`src/rtl/dma_cfg.svh`:
```
// named offsets, field positions and encodings of the four-channel dma
// assumes inclusion by bare name from the package and the design modules
`ifndef DMA_CFG_SVH
`define DMA_CFG_SVH

`define NUM_CH          4
`define NUM_PERIPH      5
`define SEL_W           4
`define SEL_NONE        4'hF
`define CTRL_W          14
`define IRQ_W           4

// word index of each register inside a channel window of 0x20 bytes
`define OFF_SRC         3'h0
`define OFF_DST         3'h1
`define OFF_LEN         3'h2
`define OFF_THR         3'h3
`define OFF_CTRL        3'h4
`define OFF_IDX         3'h5

// global registers, byte addresses
`define ADDR_ROUTE      8'h80
`define ADDR_ISTAT      8'h84
`define ADDR_FRZ_SET    8'h88
`define ADDR_FRZ_CLR    8'h8C
`define ADDR_FRZ_STAT   8'h90

`define GLOBAL_BIT      7
`define FRZ_BIT         4
`define HTRANS_ACT_BIT  1
`define BW_32           2'h2
`define RD_ZERO         32'h0000_0000

`endif

```
`src/rtl/dma_pkg.sv`:
```
// types shared by the dma controller modules
// assumes dma_cfg.svh for the widths it names
`include "dma_cfg.svh"

package dma_pkg;

   typedef enum logic [1:0] {ENG_IDLE, ENG_READ, ENG_WRITE} eng_e;

   typedef struct packed {
      logic       irq_allow;
      logic       fill_lock;
      logic       yield;
      logic [2:0] channel_priority;
      logic       wrap_mode;
      logic       edge_sense;
      logic       request_trigger_select;
      logic       dest_increment;
      logic       source_increment;
      logic [1:0] bus_width_select;
      logic       channel_on;
   } chan_ctrl_s;

   typedef struct packed {
      logic [31:0] source_base;
      logic [31:0] dest_base;
      logic [15:0] transfer_length;
      logic [15:0] interrupt_threshold;
      logic [15:0] transfer_index;
      chan_ctrl_s  channel_control;
      logic        running;
      logic        blocked;
      logic        edge_pend;
      logic        req_prev;
      logic        irq_stat;
   } chan_s;

   typedef struct packed {
      logic        req;
      logic        we;
      logic [1:0]  size;
      logic [31:0] addr;
      logic [31:0] wdata;
   } mem_s;

   typedef struct packed {
      logic       act;
      logic       wr;
      logic [7:0] addr;
   } ahb_s;

   typedef struct packed {
      chan_s [`NUM_CH-1:0]     ch;
      logic [2*`SEL_W-1:0]     request_route;
      logic                    freeze_channels;
      eng_e                    st;
      logic [1:0]              cur;
      mem_s                    mem;
      logic [`NUM_CH-1:0]      irq;
      logic [`NUM_PERIPH-1:0]  rx_ack;
      logic [`NUM_PERIPH-1:0]  tx_ack;
      ahb_s                    ahb;
      logic [31:0]             hrdata;
      logic                    hready;
      logic                    hresp;
   } top_s;

endpackage

```
`src/rtl/dma_request_router.sv`:
```
// routes peripheral requests onto channel pairs and acknowledges back
// assumes requests come from logic on the same clock as the dma
`timescale 1ns/10ps
`default_nettype none
`include "dma_cfg.svh"

module dma_request_router
   import dma_pkg::*;
(
   input  wire logic [2*`SEL_W-1:0]    pair_request_select,
   input  wire logic [`NUM_PERIPH-1:0] periph_rx_req,
   input  wire logic [`NUM_PERIPH-1:0] periph_tx_req,
   input  wire logic [`NUM_CH-1:0]     chan_ack,
   output logic      [`NUM_CH-1:0]     chan_req,
   output logic      [`NUM_PERIPH-1:0] periph_rx_ack,
   output logic      [`NUM_PERIPH-1:0] periph_tx_ack
);

   logic [`SEL_W-1:0] sel0;
   logic [`SEL_W-1:0] sel1;
   logic              ok0;
   logic              ok1;

   always_comb begin
      sel0 = pair_request_select[`SEL_W-1:0];
      sel1 = pair_request_select[2*`SEL_W-1:`SEL_W];
      if (sel1 == sel0) begin
         sel1 = `SEL_NONE;
      end
      ok0 = (sel0 < `SEL_W'(`NUM_PERIPH));
      ok1 = (sel1 < `SEL_W'(`NUM_PERIPH));
      chan_req      = '0;
      periph_rx_ack = '0;
      periph_tx_ack = '0;
      // rx to x, tx to y
      if (ok0) begin
         chan_req[0]             = periph_rx_req[sel0[2:0]];
         chan_req[1]             = periph_tx_req[sel0[2:0]];
         periph_rx_ack[sel0[2:0]] = chan_ack[0];
         periph_tx_ack[sel0[2:0]] = chan_ack[1];
      end
      if (ok1) begin
         chan_req[2]             = periph_rx_req[sel1[2:0]];
         chan_req[3]             = periph_tx_req[sel1[2:0]];
         periph_rx_ack[sel1[2:0]] = chan_ack[2];
         periph_tx_ack[sel1[2:0]] = chan_ack[3];
      end
   end

endmodule // dma_request_router
`default_nettype wire

```
`src/rtl/dma_priority_arbiter.sv`:
```
// picks the wanting channel of highest priority, lowest index on ties
// assumes want and priority are stable within the cycle
`timescale 1ns/10ps
`default_nettype none
`include "dma_cfg.svh"

module dma_priority_arbiter
   import dma_pkg::*;
(
   input  wire logic [`NUM_CH-1:0]      want,
   input  wire logic [`NUM_CH-1:0][2:0] prio,
   output logic                         grant_valid,
   output logic      [1:0]              grant_ch,
   output logic      [2:0]              grant_prio
);

   always_comb begin
      grant_valid = 1'b0;
      grant_ch    = 2'h0;
      grant_prio  = 3'h0;
      for (int i = 0; i < `NUM_CH; i++) begin
         if (want[i] && (!grant_valid || prio[i] > grant_prio)) begin
            grant_valid = 1'b1;
            grant_ch    = 2'(i);
            grant_prio  = prio[i];
         end
      end
   end

endmodule // dma_priority_arbiter
`default_nettype wire

```
`src/rtl/dma_controller.sv`:
```
// four-channel dma controller: ahb-lite register slave, one shared mover
// assumes a single-cycle-or-more memory port acked on the same clock and
// peripheral requests from logic on hclk

`timescale 1ns/10ps
`default_nettype none
`include "dma_cfg.svh"

// What this block does
// - four channels moving 8, 16 or 32 bit items
// - selected peripheral tx request drives channel y, rx drives channel x
// - duplicate selector values: only the lower field is honoured
// - channel runs while on bit set; cleared by hardware at completion
// - trigger select 0 starts at once, 1 waits for peripheral request
// - level requests by default; edge mode starts one cycle per rising edge
// - read source base, write destination base, programmed length and width
// - sixteen bit index cleared at start, compared to length each item
// - address equals base plus index times increment times width
// - continue while start holds; stop at length or software trigger
// - on stop clear on bit unless hardware triggered with wrap
// - level-mode handshake channel blocked after each cycle until peripheral drops its request
// - wrap with hardware trigger clears index and restarts from bases
// - software triggered channel always stops at its length
// - index equal threshold raises interrupt after item, before increment
// - highest three bit priority wins; ties by fixed channel order
// - software channel with yield gives bus to higher priority requester
// - fill lock holds bus until transfer done, even with yield
// - bit 4 of freeze set freezes all; freeze clear releases them
// - freeze waits for running software memory transfer to finish
module dma_controller
   import dma_pkg::*;
(
   input  wire logic                    hclk,
   input  wire logic                    hresetn,
   input  wire logic                    hsel,
   input  wire logic [31:0]             haddr,
   input  wire logic [1:0]              htrans,
   input  wire logic                    hwrite,
   input  wire logic [2:0]              hsize,
   input  wire logic [31:0]             hwdata,
   input  wire logic                    hready,
   output logic      [31:0]             hrdata,
   output logic                         hreadyout,
   output logic                         hresp,
   output logic                         mem_req,
   output logic                         mem_we,
   output logic      [1:0]              mem_size,
   output logic      [31:0]             mem_addr,
   output logic      [31:0]             mem_wdata,
   input  wire logic [31:0]             mem_rdata,
   input  wire logic                    mem_ack,
   input  wire logic [`NUM_PERIPH-1:0]  periph_rx_req,
   input  wire logic [`NUM_PERIPH-1:0]  periph_tx_req,
   output logic      [`NUM_PERIPH-1:0]  periph_rx_ack,
   output logic      [`NUM_PERIPH-1:0]  periph_tx_ack,
   output logic      [`NUM_CH-1:0]      dma_irq
);

   // ************************************************************
   // helpers
   // ************************************************************

   function automatic logic [31:0] item_addr(
      input logic [31:0] base,
      input logic [15:0] idx,
      input logic        inc,
      input logic [1:0]  bw
   );
      logic [1:0]  sh;
      logic [31:0] off;
      sh  = (bw > `BW_32) ? `BW_32 : bw;
      off = {16'h0000, idx} << sh;
      item_addr = inc ? (base + off) : base;
   endfunction

   function automatic logic [31:0] reg_read(
      input top_s       s,
      input logic [7:0] a
   );
      chan_s c;
      c = s.ch[a[6:5]];
      reg_read = `RD_ZERO;
      if (a[`GLOBAL_BIT]) begin
         case (a)
            `ADDR_ROUTE:    reg_read[2*`SEL_W-1:0] = s.request_route;
            `ADDR_ISTAT: begin
               for (int i = 0; i < `NUM_CH; i++) begin
                  reg_read[i] = s.ch[i].irq_stat;
               end
            end
            `ADDR_FRZ_STAT: reg_read[`FRZ_BIT] = s.freeze_channels;
            default:        reg_read = `RD_ZERO;
         endcase
      end else begin
         case (a[4:2])
            `OFF_SRC:  reg_read = c.source_base;
            `OFF_DST:  reg_read = c.dest_base;
            `OFF_LEN:  reg_read[15:0] = c.transfer_length;
            `OFF_THR:  reg_read[15:0] = c.interrupt_threshold;
            `OFF_CTRL: reg_read[`CTRL_W-1:0] = c.channel_control;
            `OFF_IDX:  reg_read[15:0] = c.transfer_index;
            default:   reg_read = `RD_ZERO;
         endcase
      end
   endfunction

   // ************************************************************
   // state, router and arbiter
   // ************************************************************

   // four channel records in one state
   top_s                     s_q;
   top_s                     s_d;
   logic [`NUM_CH-1:0]       chan_req;
   logic [`NUM_CH-1:0]       chan_ack;
   logic [`NUM_PERIPH-1:0]   rx_ack_c;
   logic [`NUM_PERIPH-1:0]   tx_ack_c;
   logic [`NUM_CH-1:0]       want;
   logic [`NUM_CH-1:0][2:0]  prio;
   logic                     win_valid;
   logic [1:0]               win_ch;
   logic [2:0]               win_prio;

   dma_request_router u_router (
      .pair_request_select (s_q.request_route),
      .periph_rx_req       (periph_rx_req),
      .periph_tx_req       (periph_tx_req),
      .chan_ack            (chan_ack),
      .chan_req            (chan_req),
      .periph_rx_ack       (rx_ack_c),
      .periph_tx_ack       (tx_ack_c)
   );

   always_comb begin
      for (int i = 0; i < `NUM_CH; i++) begin
         chan_ctrl_s k;
         logic       hw_ok;
         k     = s_q.ch[i].channel_control;
         // software start at once, hardware waits for request
         // edge mode uses a pending edge, level mode the line
         // level channel stays blocked until request drops
         hw_ok = k.edge_sense ? s_q.ch[i].edge_pend
                              : (chan_req[i] && !s_q.ch[i].blocked);
         // frozen software channel in progress still runs
         // others drop out only between items
         want[i] = k.channel_on && s_q.ch[i].running &&
                   (!k.request_trigger_select || hw_ok) &&
                   (!s_q.freeze_channels ||
                    (!k.request_trigger_select && s_q.ch[i].transfer_index
                     != 16'h0000));
         prio[i] = k.channel_priority;
      end
   end

   dma_priority_arbiter u_arb (
      .want        (want),
      .prio        (prio),
      .grant_valid (win_valid),
      .grant_ch    (win_ch),
      .grant_prio  (win_prio)
   );

   // ************************************************************
   // next state
   // ************************************************************

   always_comb begin
      logic [1:0]  wc;
      logic [1:0]  g;
      logic        go;
      logic        hold;
      chan_s       cc;
      chan_ctrl_s  ck;
      wc   = 2'h0;
      g    = 2'h0;
      go   = 1'b0;
      hold = 1'b0;
      cc   = s_q.ch[s_q.cur];
      ck   = cc.channel_control;
      s_d      = s_q;
      chan_ack = '0;

      // bus address phase; read data ready for the data phase
      s_d.ahb.act  = hsel && htrans[`HTRANS_ACT_BIT] && hready;
      s_d.ahb.wr   = hwrite;
      s_d.ahb.addr = haddr[7:0];
      if (s_d.ahb.act && !hwrite) begin
         s_d.hrdata = reg_read(s_q, haddr[7:0]);
      end

      // bus data phase write
      if (s_q.ahb.act && s_q.ahb.wr) begin
         wc = s_q.ahb.addr[6:5];
         if (s_q.ahb.addr[`GLOBAL_BIT]) begin
            case (s_q.ahb.addr)
               `ADDR_ROUTE: s_d.request_route = hwdata[2*`SEL_W-1:0];
               `ADDR_ISTAT: begin
                  // write one to clear a flag
                  for (int i = 0; i < `NUM_CH; i++) begin
                     if (hwdata[i]) begin
                        s_d.ch[i].irq_stat = 1'b0;
                     end
                  end
               end
               // freeze set and clear, one bit each
               `ADDR_FRZ_SET: s_d.freeze_channels |= hwdata[`FRZ_BIT];
               `ADDR_FRZ_CLR: s_d.freeze_channels &= !hwdata[`FRZ_BIT];
               default: ;
            endcase
         end else begin
            case (s_q.ahb.addr[4:2])
               `OFF_SRC:  s_d.ch[wc].source_base = hwdata;
               `OFF_DST:  s_d.ch[wc].dest_base = hwdata;
               `OFF_LEN:  s_d.ch[wc].transfer_length = hwdata[15:0];
               `OFF_THR:  s_d.ch[wc].interrupt_threshold = hwdata[15:0];
               `OFF_CTRL: s_d.ch[wc].channel_control = hwdata[`CTRL_W-1:0];
               default: ;
            endcase
         end
      end

      // per-channel bookkeeping
      for (int i = 0; i < `NUM_CH; i++) begin
         // index cleared when the transfer starts
         if (s_q.ch[i].channel_control.channel_on && !s_q.ch[i].running) begin
            s_d.ch[i].running        = 1'b1;
            s_d.ch[i].transfer_index = 16'h0000;
         end
         if (!s_d.ch[i].channel_control.channel_on &&
             !(s_q.st != ENG_IDLE && s_q.cur == 2'(i))) begin
            s_d.ch[i].running = 1'b0;
         end
         // released once the request line drops
         if (s_q.ch[i].blocked && !chan_req[i]) begin
            s_d.ch[i].blocked = 1'b0;
         end
         s_d.ch[i].req_prev = chan_req[i];
      end

      // shared mover
      case (s_q.st)
         ENG_IDLE: begin
            // fill lock keeps the bus with the current channel
            // yield lets only a strictly higher priority in
            hold = cc.running && ck.channel_on &&
                   (ck.fill_lock ||
                    (!ck.request_trigger_select && !ck.yield &&
                     cc.transfer_index != 16'h0000));
            if (hold) begin
               go = want[s_q.cur];
               g  = s_q.cur;
            end else if (win_valid) begin
               go = 1'b1;
               g  = win_ch;
               if (want[s_q.cur] && cc.transfer_index != 16'h0000 &&
                   !ck.request_trigger_select && win_prio <=
                   ck.channel_priority) begin
                  g = s_q.cur;
               end
            end
            if (go) begin
               cc  = s_q.ch[g];
               ck  = cc.channel_control;
               s_d.cur = g;
               s_d.ch[g].edge_pend = 1'b0;
               s_d.mem.req  = 1'b1;
               s_d.mem.we   = 1'b0;
               s_d.mem.size = ck.bus_width_select;
               s_d.mem.addr = item_addr(cc.source_base, cc.transfer_index,
                                        ck.source_increment,
                                        ck.bus_width_select);
               s_d.st = ENG_READ;
            end
         end
         ENG_READ: begin
            if (mem_ack) begin
               s_d.mem.we    = 1'b1;
               s_d.mem.wdata = mem_rdata;
               s_d.mem.addr  = item_addr(cc.dest_base, cc.transfer_index,
                                         ck.dest_increment,
                                         ck.bus_width_select);
               s_d.st = ENG_WRITE;
            end
         end
         ENG_WRITE: begin
            if (mem_ack) begin
               s_d.mem.req = 1'b0;
               s_d.mem.we  = 1'b0;
               s_d.st      = ENG_IDLE;
               // interrupt before the index moves on
               if (cc.transfer_index == cc.interrupt_threshold) begin
                  s_d.ch[s_q.cur].irq_stat = 1'b1;
               end
               if (ck.request_trigger_select) begin
                  chan_ack[s_q.cur] = 1'b1;
                  // in level mode, wait for the peripheral to drop its request
                  s_d.ch[s_q.cur].blocked = !ck.edge_sense;
               end
               // stop at length, else next item
               if (cc.transfer_index == cc.transfer_length) begin
                  // clear on bit unless hardware wrap
                  if (!ck.request_trigger_select || !ck.wrap_mode) begin
                     s_d.ch[s_q.cur].channel_control.channel_on = 1'b0;
                     s_d.ch[s_q.cur].running = 1'b0;
                  end else begin
                     s_d.ch[s_q.cur].transfer_index = 16'h0000;
                  end
               end else begin
                  s_d.ch[s_q.cur].transfer_index = cc.transfer_index +
                                                   16'h0001;
               end
            end
         end
         default: s_d.st = ENG_IDLE;
      endcase

      // rising edge latched after consumption so none is lost
      for (int i = 0; i < `NUM_CH; i++) begin
         if (chan_req[i] && !s_q.ch[i].req_prev) begin
            s_d.ch[i].edge_pend = 1'b1;
         end
         s_d.irq[i] = s_d.ch[i].irq_stat &&
                      s_d.ch[i].channel_control.irq_allow;
      end
      // acknowledges go back through the router
      s_d.rx_ack = rx_ack_c;
      s_d.tx_ack = tx_ack_c;
   end

   // ************************************************************
   // registers and outputs
   // ************************************************************

   always_ff @(posedge hclk or negedge hresetn) begin
      if (!hresetn) begin
         s_q               <= '0;
         s_q.request_route <= {`SEL_NONE, `SEL_NONE};
         s_q.hready        <= 1'b1;
      end else begin
         s_q <= s_d;
      end
   end

   assign hrdata        = s_q.hrdata;
   assign hreadyout     = s_q.hready;
   assign hresp         = s_q.hresp;
   assign mem_req       = s_q.mem.req;
   assign mem_we        = s_q.mem.we;
   assign mem_size      = s_q.mem.size;
   assign mem_addr      = s_q.mem.addr;
   assign mem_wdata     = s_q.mem.wdata;
   assign periph_rx_ack = s_q.rx_ack;
   assign periph_tx_ack = s_q.tx_ack;
   assign dma_irq       = s_q.irq;

endmodule // dma_controller
`default_nettype wire

```
`config.mk`:
```
export PLATFORM = sky130hd
export DESIGN_NAME = dma_controller
export DESIGN_NICKNAME = d
export VERILOG_FILES = /design/src/rtl/dma_pkg.sv /design/src/rtl/dma_request_router.sv /design/src/rtl/dma_priority_arbiter.sv /design/src/rtl/dma_controller.sv
export VERILOG_INCLUDE_DIRS = /design/src /design/src/rtl
export SDC_FILE = /design/constraint.sdc
export NUM_CORES = 2
export LEC_CHECK = 0
export BUFFER_PORTS_ARGS = -buffer_cell sky130_fd_sc_hd__buf_4
export CAP_MARGIN = 15
export CORE_MARGIN = 5
export CORE_UTILIZATION = 50
export CTS_BUF_LIST = sky130_fd_sc_hd__clkbuf_8
export DETAILED_ROUTE_END_ITERATION = 16
export MAX_ROUTING_LAYER = met4
export PLACE_DENSITY_LB_ADDON = 0.2
export SLEW_MARGIN = 20
export SYNTH_ARGS = -nofsm -noshare
export SYNTH_HDL_FRONTEND = slang
export SYNTH_SLANG_ARGS = --single-unit
```
`constraint.sdc`:
```
create_clock -name hclk -period 14.78 [get_ports hclk]
set_input_delay 2.956 -clock hclk [delete_from_list [all_inputs] [get_ports hclk]]
set_output_delay 2.956 -clock hclk [all_outputs]
set_load 0.01 [all_outputs]
```
== Word-level counts from Yosys, hierarchy flattened ==
Index checks and enable logic that the tools add are counted.
W data, S select, Z words.

* $mul: 0
* Reduce and logical (&&, ||, !) cells: 136
* $lt $le $gt $ge: 19
* Shifts and indexed selects: 2
* Bitwise operators: 4
* Eq/ne operators: 27
* Muxes and demuxes: 162
* $add $sub $neg: 3
* Divide/modulo/power cells: 0

{| class="wikitable"
|+ Operator list
! operator !! count
|-
| $bwmux W524 || 12
|-
| $mux W524 || 10
|-
| $demux W131 S2 || 11
|-
| $pmux W524 S5 || 1
|-
| $pmux W524 S2 || 1
|-
| $bmux W131 S2 || 3
|-
| $mux W533 || 1
|-
| $mux W130 || 4
|-
| $mux W131 || 3
|-
| $mux W99 || 2
|-
| $mux W32 || 3
|-
| $pmux W14 S6 || 1
|-
| $reduce_bool A16 Y1 || 5
|-
| $mux W67 || 1
|-
| $add A32 B32 Y32 || 2
|-
| $mux W16 || 4
|-
| $mux W64 || 1
|-
| $pmux W32 S2 || 1
|-
| $shl A16 B2 Y32 || 2
|-
| $logic_and A1 B1 Y1 || 63
|-
| $eq A8 B8 Y1 const B || 7
|-
| $mux W51 || 1
|-
| $mux W1 || 50
|-
| $mux W40 || 1
|-
| 49 further kinds || 163
|}

* ROM bits: 0
* Output and inout port bits: 116
* Bits in latches: 0
* Bits of input ports: 117
* Memories: 0
* Logic and storage cells: 453
* RAM bits: 0
* Flip-flop bits (word level): 661

== Depth between registers and ports, before layout ==
* Depth after elaboration: 36
* Gate-level depth with buffers: 61
* Mapped depth without buffers: 56

== Modules after synthesis ==
A second synthesis with hierarchy kept.

* Cell total of the unflattened synthesis: 3246
* Area, all modules: 38794.7 um^2

{| class="wikitable"
|+ Modules (own cells, without submodules)
! module !! cells an instance !! seq. area each (um^2) !! area an instance (um^2) !! instances
|-
| dma_controller || 3116 || 16550.9 || 37871.3 || 1
|-
| dma_request_router || 68 || 0.0 || 471.7 || 1
|-
| dma_priority_arbiter || 62 || 0.0 || 451.7 || 1
|}

== Least setup slack after synthesis ==
Ideal clock, no wire load.

* Path kind: in2reg
* From: in periph_rx_req[1]
* To: reg s_q, in the netlist mem_addr[30]
* Arrival time: 12.822 ns
* Path buffers: 4
* Data required time: 14.638 ns
* Setup time: 0.142 ns
* Cell stages on the path: 58
* Setup slack: 1.816 ns
* Cells stage by stage: mux2i_1 o21a_1 o22ai_1 a31oi_1 nor2_1 nand2_1 ha_1 a21o_1 a21oi_1 a31oi_1 o31ai_1 nand3_1 o21ai_0 inv_1 ha_1 nor2b_1 o21ai_0 a32oi_1 (+22 left out) a31oi_1 nor3b_1 ha_1 inv_1 fa_1 nor2b_1 o21a_1 o21ai_0 a21oi_1 o21ai_0 nand3_1 a31o_2 a31oi_1 a32oi_1 nand4_2 nor4_1 xor2_1 o221ai_1

* Cells in the longest elaborated chain, start to end: 36
* Elaborated cells between the ends (all ways): 63
* Classes of those cells: add/sub (1); order compare (5); eq/ne (1); shift (1); mux (34); reduce/logical (21)

{| class="wikitable"
|+ RTL lines
! item !! line !! source
|-
| start, declared || dma_controller.sv:52 || <nowiki>input wire logic [`NUM_PERIPH-1:0] periph_rx_req,</nowiki>
|-
| $bmux W1 S3 || dma_request_router.sv:37 || <nowiki>chan_req[0] = periph_rx_req[sel0[2:0]];</nowiki>
|-
| $mux W1 (not written as such) || dma_request_router.sv:37 ||
|-
| $mux W2 || dma_request_router.sv:36 || <nowiki>if (ok0) begin</nowiki>
|-
| $logic_and A1 B1 Y1 || dma_controller.sv:143 || <nowiki>: (chan_req[i] && !s_q.ch[i].blocked);</nowiki>
|-
| $mux W1 || dma_controller.sv:142 || <nowiki>hw_ok = k.edge_sense ? s_q.ch[i].edge_pend</nowiki>
|-
| $logic_or A1 B1 Y1 || dma_controller.sv:147 || <nowiki>(!k.request_trigger_select || hw_ok) &&</nowiki>
|-
| $logic_and A1 B1 Y1 || dma_controller.sv:146 || <nowiki>want[i] = k.channel_on && s_q.ch[i].running &&</nowiki>
|-
| $logic_and A1 B1 Y1 || dma_controller.sv:147 ||
|-
| (+20 left out) || - ||
|-
| $mux W131 (not written as such) || dma_controller.sv:262 || <nowiki>cc = s_q.ch[g];</nowiki>
|-
| $gt A2 B2 Y1 (no line) || - ||
|-
| $mux W2 || dma_controller.sv:71 || <nowiki>sh = (bw > `BW_32) ? `BW_32 : bw;</nowiki>
|-
| $shl A16 B2 Y32 || dma_controller.sv:72 || <nowiki>off = {16'h0000, idx} << sh;</nowiki>
|-
| $add A32 B32 Y32 || dma_controller.sv:73 || <nowiki>item_addr = inc ? (base + off) : base;</nowiki>
|-
| $mux W32 || dma_controller.sv:73 ||
|-
| $mux W40 || dma_controller.sv:261 || <nowiki>if (go) begin</nowiki>
|-
| $pmux W32 S2 || dma_controller.sv:241 || <nowiki>case (s_q.st)</nowiki>
|-
| end, declared || dma_controller.sv:112 || <nowiki>top_s s_q;</nowiki>
|}

Parallel ways exist; a longest one is shown, timed or not. The select of a mux whose other input is x is not followed.
A chain may end at the register's enable or synchronous reset.

== Worst setup path after layout ==
* From: in periph_rx_req[1]
* To: reg s_q, in the netlist mem_addr[26]

Same word-level chain as after synthesis.

==> impl_metrics.env <==
export IMPL_post_dp_cell_area_sq_mm=0.04029
export IMPL_die_y_um=288.2
export IMPL_cp_slowest_cell="o31ai_1"
export IMPL_dpl_cell_count=4254
export IMPL_fin_area_sq_mm=0.04268
export IMPL_grt_pass1_wl_um=181100
export IMPL_cp_common_cell="o21ai_0"
export IMPL_cts_buffer_depth=3
export IMPL_drive_gt1_share_pct=33.87
export IMPL_tightest_slew_ps=1224
export IMPL_grt_overflow_total=0
export IMPL_crit_type="in2reg"
export IMPL_numCtsBuffers=112
export IMPL_ir_drop_mv=0.08621
export IMPL_rsz0062_at_grt="false"
export IMPL_die_area_sq_mm=0.08308
export IMPL_fin_skew_ps=48.18
export IMPL_clk_pin_slew_ps=60
export IMPL_place_congestion=0.9316
export IMPL_fp_row_count=102
export IMPL_htree_levels=3
export IMPL_relSlewSlack_pct=17.67
export IMPL_grt_total_usage_pct=29.64
export IMPL_ys_flop_type="dfrtp_1"
export IMPL_viasPerCell=6.366
export IMPL_grt_pass1_vias=28444
export IMPL_finalNetCount=3501
export IMPL_ys_warn_count=0
export IMPL_io_buffers=202
export IMPL_synth_cell_types=75
export IMPL_synthArstFlopShare_pct=100.0
export IMPL_final_hold_viol_count=0
export IMPL_startpoint="periph_rx_req[1]"
export IMPL_wire_per_inst_um=27.24
export IMPL_syn_area_per_cell_sq_um=11.73
export IMPL_p_leak_nw=18.70
export IMPL_max_cap_viol_count=0
export IMPL_synthToLayoutAreaGrowth_pct=10.25
export IMPL_end_kind="flip-flop"
export IMPL_core_sq_mm=0.07708
export IMPL_status="complete, no violations"
export IMPL_die_w_um=288.2
export IMPL_powerDensity_mw_per_mm2=144.6
export IMPL_grt_antenna_before_repair=4
export IMPL_slew_viol_final=0
export IMPL_final_cell_mix="651 x dfrtp_1, 447 x mux2_2, 348 x nand2_1"
export IMPL_cts_sinks=661
export IMPL_cts_tree="done"
export IMPL_finalSetupViolations=0
export IMPL_cp_slowest_stage_delay_ps=490
export IMPL_vias=28423
export IMPL_routed_wl_um=121600
export IMPL_critical_path_required_ps=15450
export IMPL_worst_path_max_fanout=24
export IMPL_hpwl_um=83190
export IMPL_synth_area_sq_mm=0.03871
export IMPL_hp_class="reg2reg"
export IMPL_synthesis_instances=3300
export IMPL_finalNonFillerCells=4465
export IMPL_cts_root_buf="clkbuf_8"
export IMPL_clkLatencyLatePin_ps=760
export IMPL_final_common_cell="dfrtp_1"
export IMPL_ys_seq_area_share_pct=42.76
export IMPL_fin_crit_ps=13580
export IMPL_drc_errors=0
export IMPL_power_total_mw=6.172
export IMPL_ys_ff_latch=661
export IMPL_max_freq_ghz=0.07364
export IMPL_period_share_pct=91.87
export IMPL_critPathArrivalTime_ps=14250
export IMPL_grt_max_degree=181
export IMPL_pin_count=233
export IMPL_hold_start="s_q[402]$_DFF_PN0_"
export IMPL_antenna_left=0
export IMPL_critPathLaunchType="input port"
export IMPL_first_pass_iters=7
export IMPL_initial_utilization_pct=50.21
export IMPL_r2r_start="s_q[131]$_DFFE_PN1P_"
export IMPL_synth_edf_count=0
export IMPL_finalSetupTns_ps=0
export IMPL_drt_iter0_drc=2858
[per-layer routing]
metal	GRT usage, %	vias up	wire [um]
li1	-	12187	-
met1	40.17	14653	50500
met2	44.58	1326	56140
met3	6.875	257	10860
met4	9.913	0	4131
met5	-	-	0
[worst max-delay path: cells and delay by family]
family,cells,cell delay (ps)
AOI/OAI and AO/OA,27,5340
and+or+nand+nor,17,2990
adders and majority gates,5,1490
muxes,4,790
buffers and inverters,4,650
[Yosys cell counts, types with 6 or more instances]
| library cell | number | area share, % |
|---|---|---|
| a21o_1 | 24 | 0.47 |
| o31ai_1 | 11 | 0.21 |
| o21a_1 | 8 | 0.16 |
| clkbuf_1 | 150 | 1.5 |
| nand3_1 | 44 | 0.57 |
| a32oi_1 | 13 | 0.29 |
| nor4_1 | 22 | 0.36 |
| nand3b_1 | 7 | 0.14 |
| inv_1 | 70 | 0.68 |
| and3_1 | 36 | 0.58 |
| o211ai_1 | 12 | 0.23 |
| nor2b_1 | 18 | 0.29 |
| dfstp_2 | 8 | 0.54 |
| o22ai_1 | 10 | 0.16 |
| a211oi_1 | 30 | 0.58 |
| a31oi_1 | 39 | 0.63 |
| ha_1 | 52 | 1.7 |
| a221oi_1 | 8 | 0.18 |
| nor2_1 | 103 | 1.0 |
| or3_1 | 10 | 0.16 |
| and2_1 | 17 | 0.27 |
| mux4_2 | 216 | 13 |
| xor2_1 | 23 | 0.52 |
| o21ai_0 | 119 | 1.5 |
| nand2b_1 | 15 | 0.24 |
| a21oi_1 | 90 | 1.2 |
| o221ai_1 | 9 | 0.20 |
| a22oi_1 | 10 | 0.19 |
| mux2i_1 | 160 | 4.1 |
| nand2_1 | 353 | 3.4 |
| buf_1 | 41 | 0.40 |
| buf_2 | 28 | 0.36 |
| nor3_1 | 48 | 0.62 |
| mux2_2 | 447 | 13 |
| xnor2_1 | 76 | 1.7 |
| buf_6 | 7 | 0.20 |
| a22o_1 | 81 | 1.8 |
| dfrtp_1 | 653 | 42 |
| o21ai_1 | 6 | 0.078 |
| buf_4 | 128 | 2.5 |
| or2_2 | 8 | 0.13 |
| nand4_1 | 16 | 0.26 |
[timing repair]
| action | 4_1_cts | 5_1_grt |
|---|---|---|
| hold buffers | 0 | 0 |
| gates resized for setup | 0 | 1 |
| setup buffers | 0 | 0 |
| endpoints found under the setup margin | 0 | 1 |
[cell type report]
cell class / instances / area [sq um]
multi-input cells: 2215 / 20100
inverters: 70 / 262.8
flip-flops and latches: 661 / 16560
well taps: 1040 / 1301
repair buffers: 270 / 2135
fillers: 6510 / 34410
clock buffers: 144 / 1982
diodes: 3 / 7.507
clock inverters: 62 / 334.1
[worst paths after layout]
| check | endpoint | slack [ps] | depth (start not counted) |
|---|---|---|---|
| max in group asynchronous | s_q[367]$_DFF_PN0_ | 9690 | 4 |
| worst min-delay path | s_q[403]$_DFF_PN0_ | 430 | 1 |
| min in group asynchronous | s_q[439]$_DFF_PN0_ | 2270 | 1 |
| worst min register to register | s_q[403]$_DFF_PN0_ | 430 | 1 |
| worst max-delay path | mem_addr[26]$_DFFE_PN0P_ | 1200 | 57 |
| worst max register to register | mem_addr[26]$_DFFE_PN0P_ | 2700 | 56 |
[through the flow]
stage | utilization (%) | hold WS [ps] | worst slack, ps
global placement | 52.27 | 422.7 | 473.3
finish | 55.36 | 430.0 | 1201
global route | 55.36 | 449.7 | 186.3
floorplan | - | 410.3 | 1816
detailed placement | 52.27 | 419.9 | 410.3
CTS | 55.27 | 431.9 | 1143
[where the power goes]
group | switching, mW | internal, mW | leakage (nW)
sequential | 0.152 | 1.98 | 8.34
clock | 0.779 | 0.895 | 1.37
combinational | 1.40 | 0.974 | 8.99
total | 2.33 | 3.85 | 18.7
[sequential cells by signal (all words and copies together) (netlist names), named ones only]
| signal | count |
|---|---|
| prio | 12 |
| periph_rx_ack | 5 |
| hrdata | 32 |
| mem_req | 1 |
| periph_tx_ack | 5 |
| s_q | 533 |
| mem_size | 2 |
| mem_we | 1 |
| dma_irq | 4 |
| mem_addr | 32 |
| mem_wdata | 32 |
[kinds of logic after synthesis]
logic type / synth area share (%)
multiplexers: 29.91
AND/OR/NAND/NOR: 8.518
flip-flops: 42.76
AO/OA/AOI/OAI: 9.083
buffers and inverters: 5.683
XOR/XNOR: 2.240
adder cells (fa/ha/maj): 1.784
other: 0.01940
No activity file was read; power rests on OpenSTA's default activity.
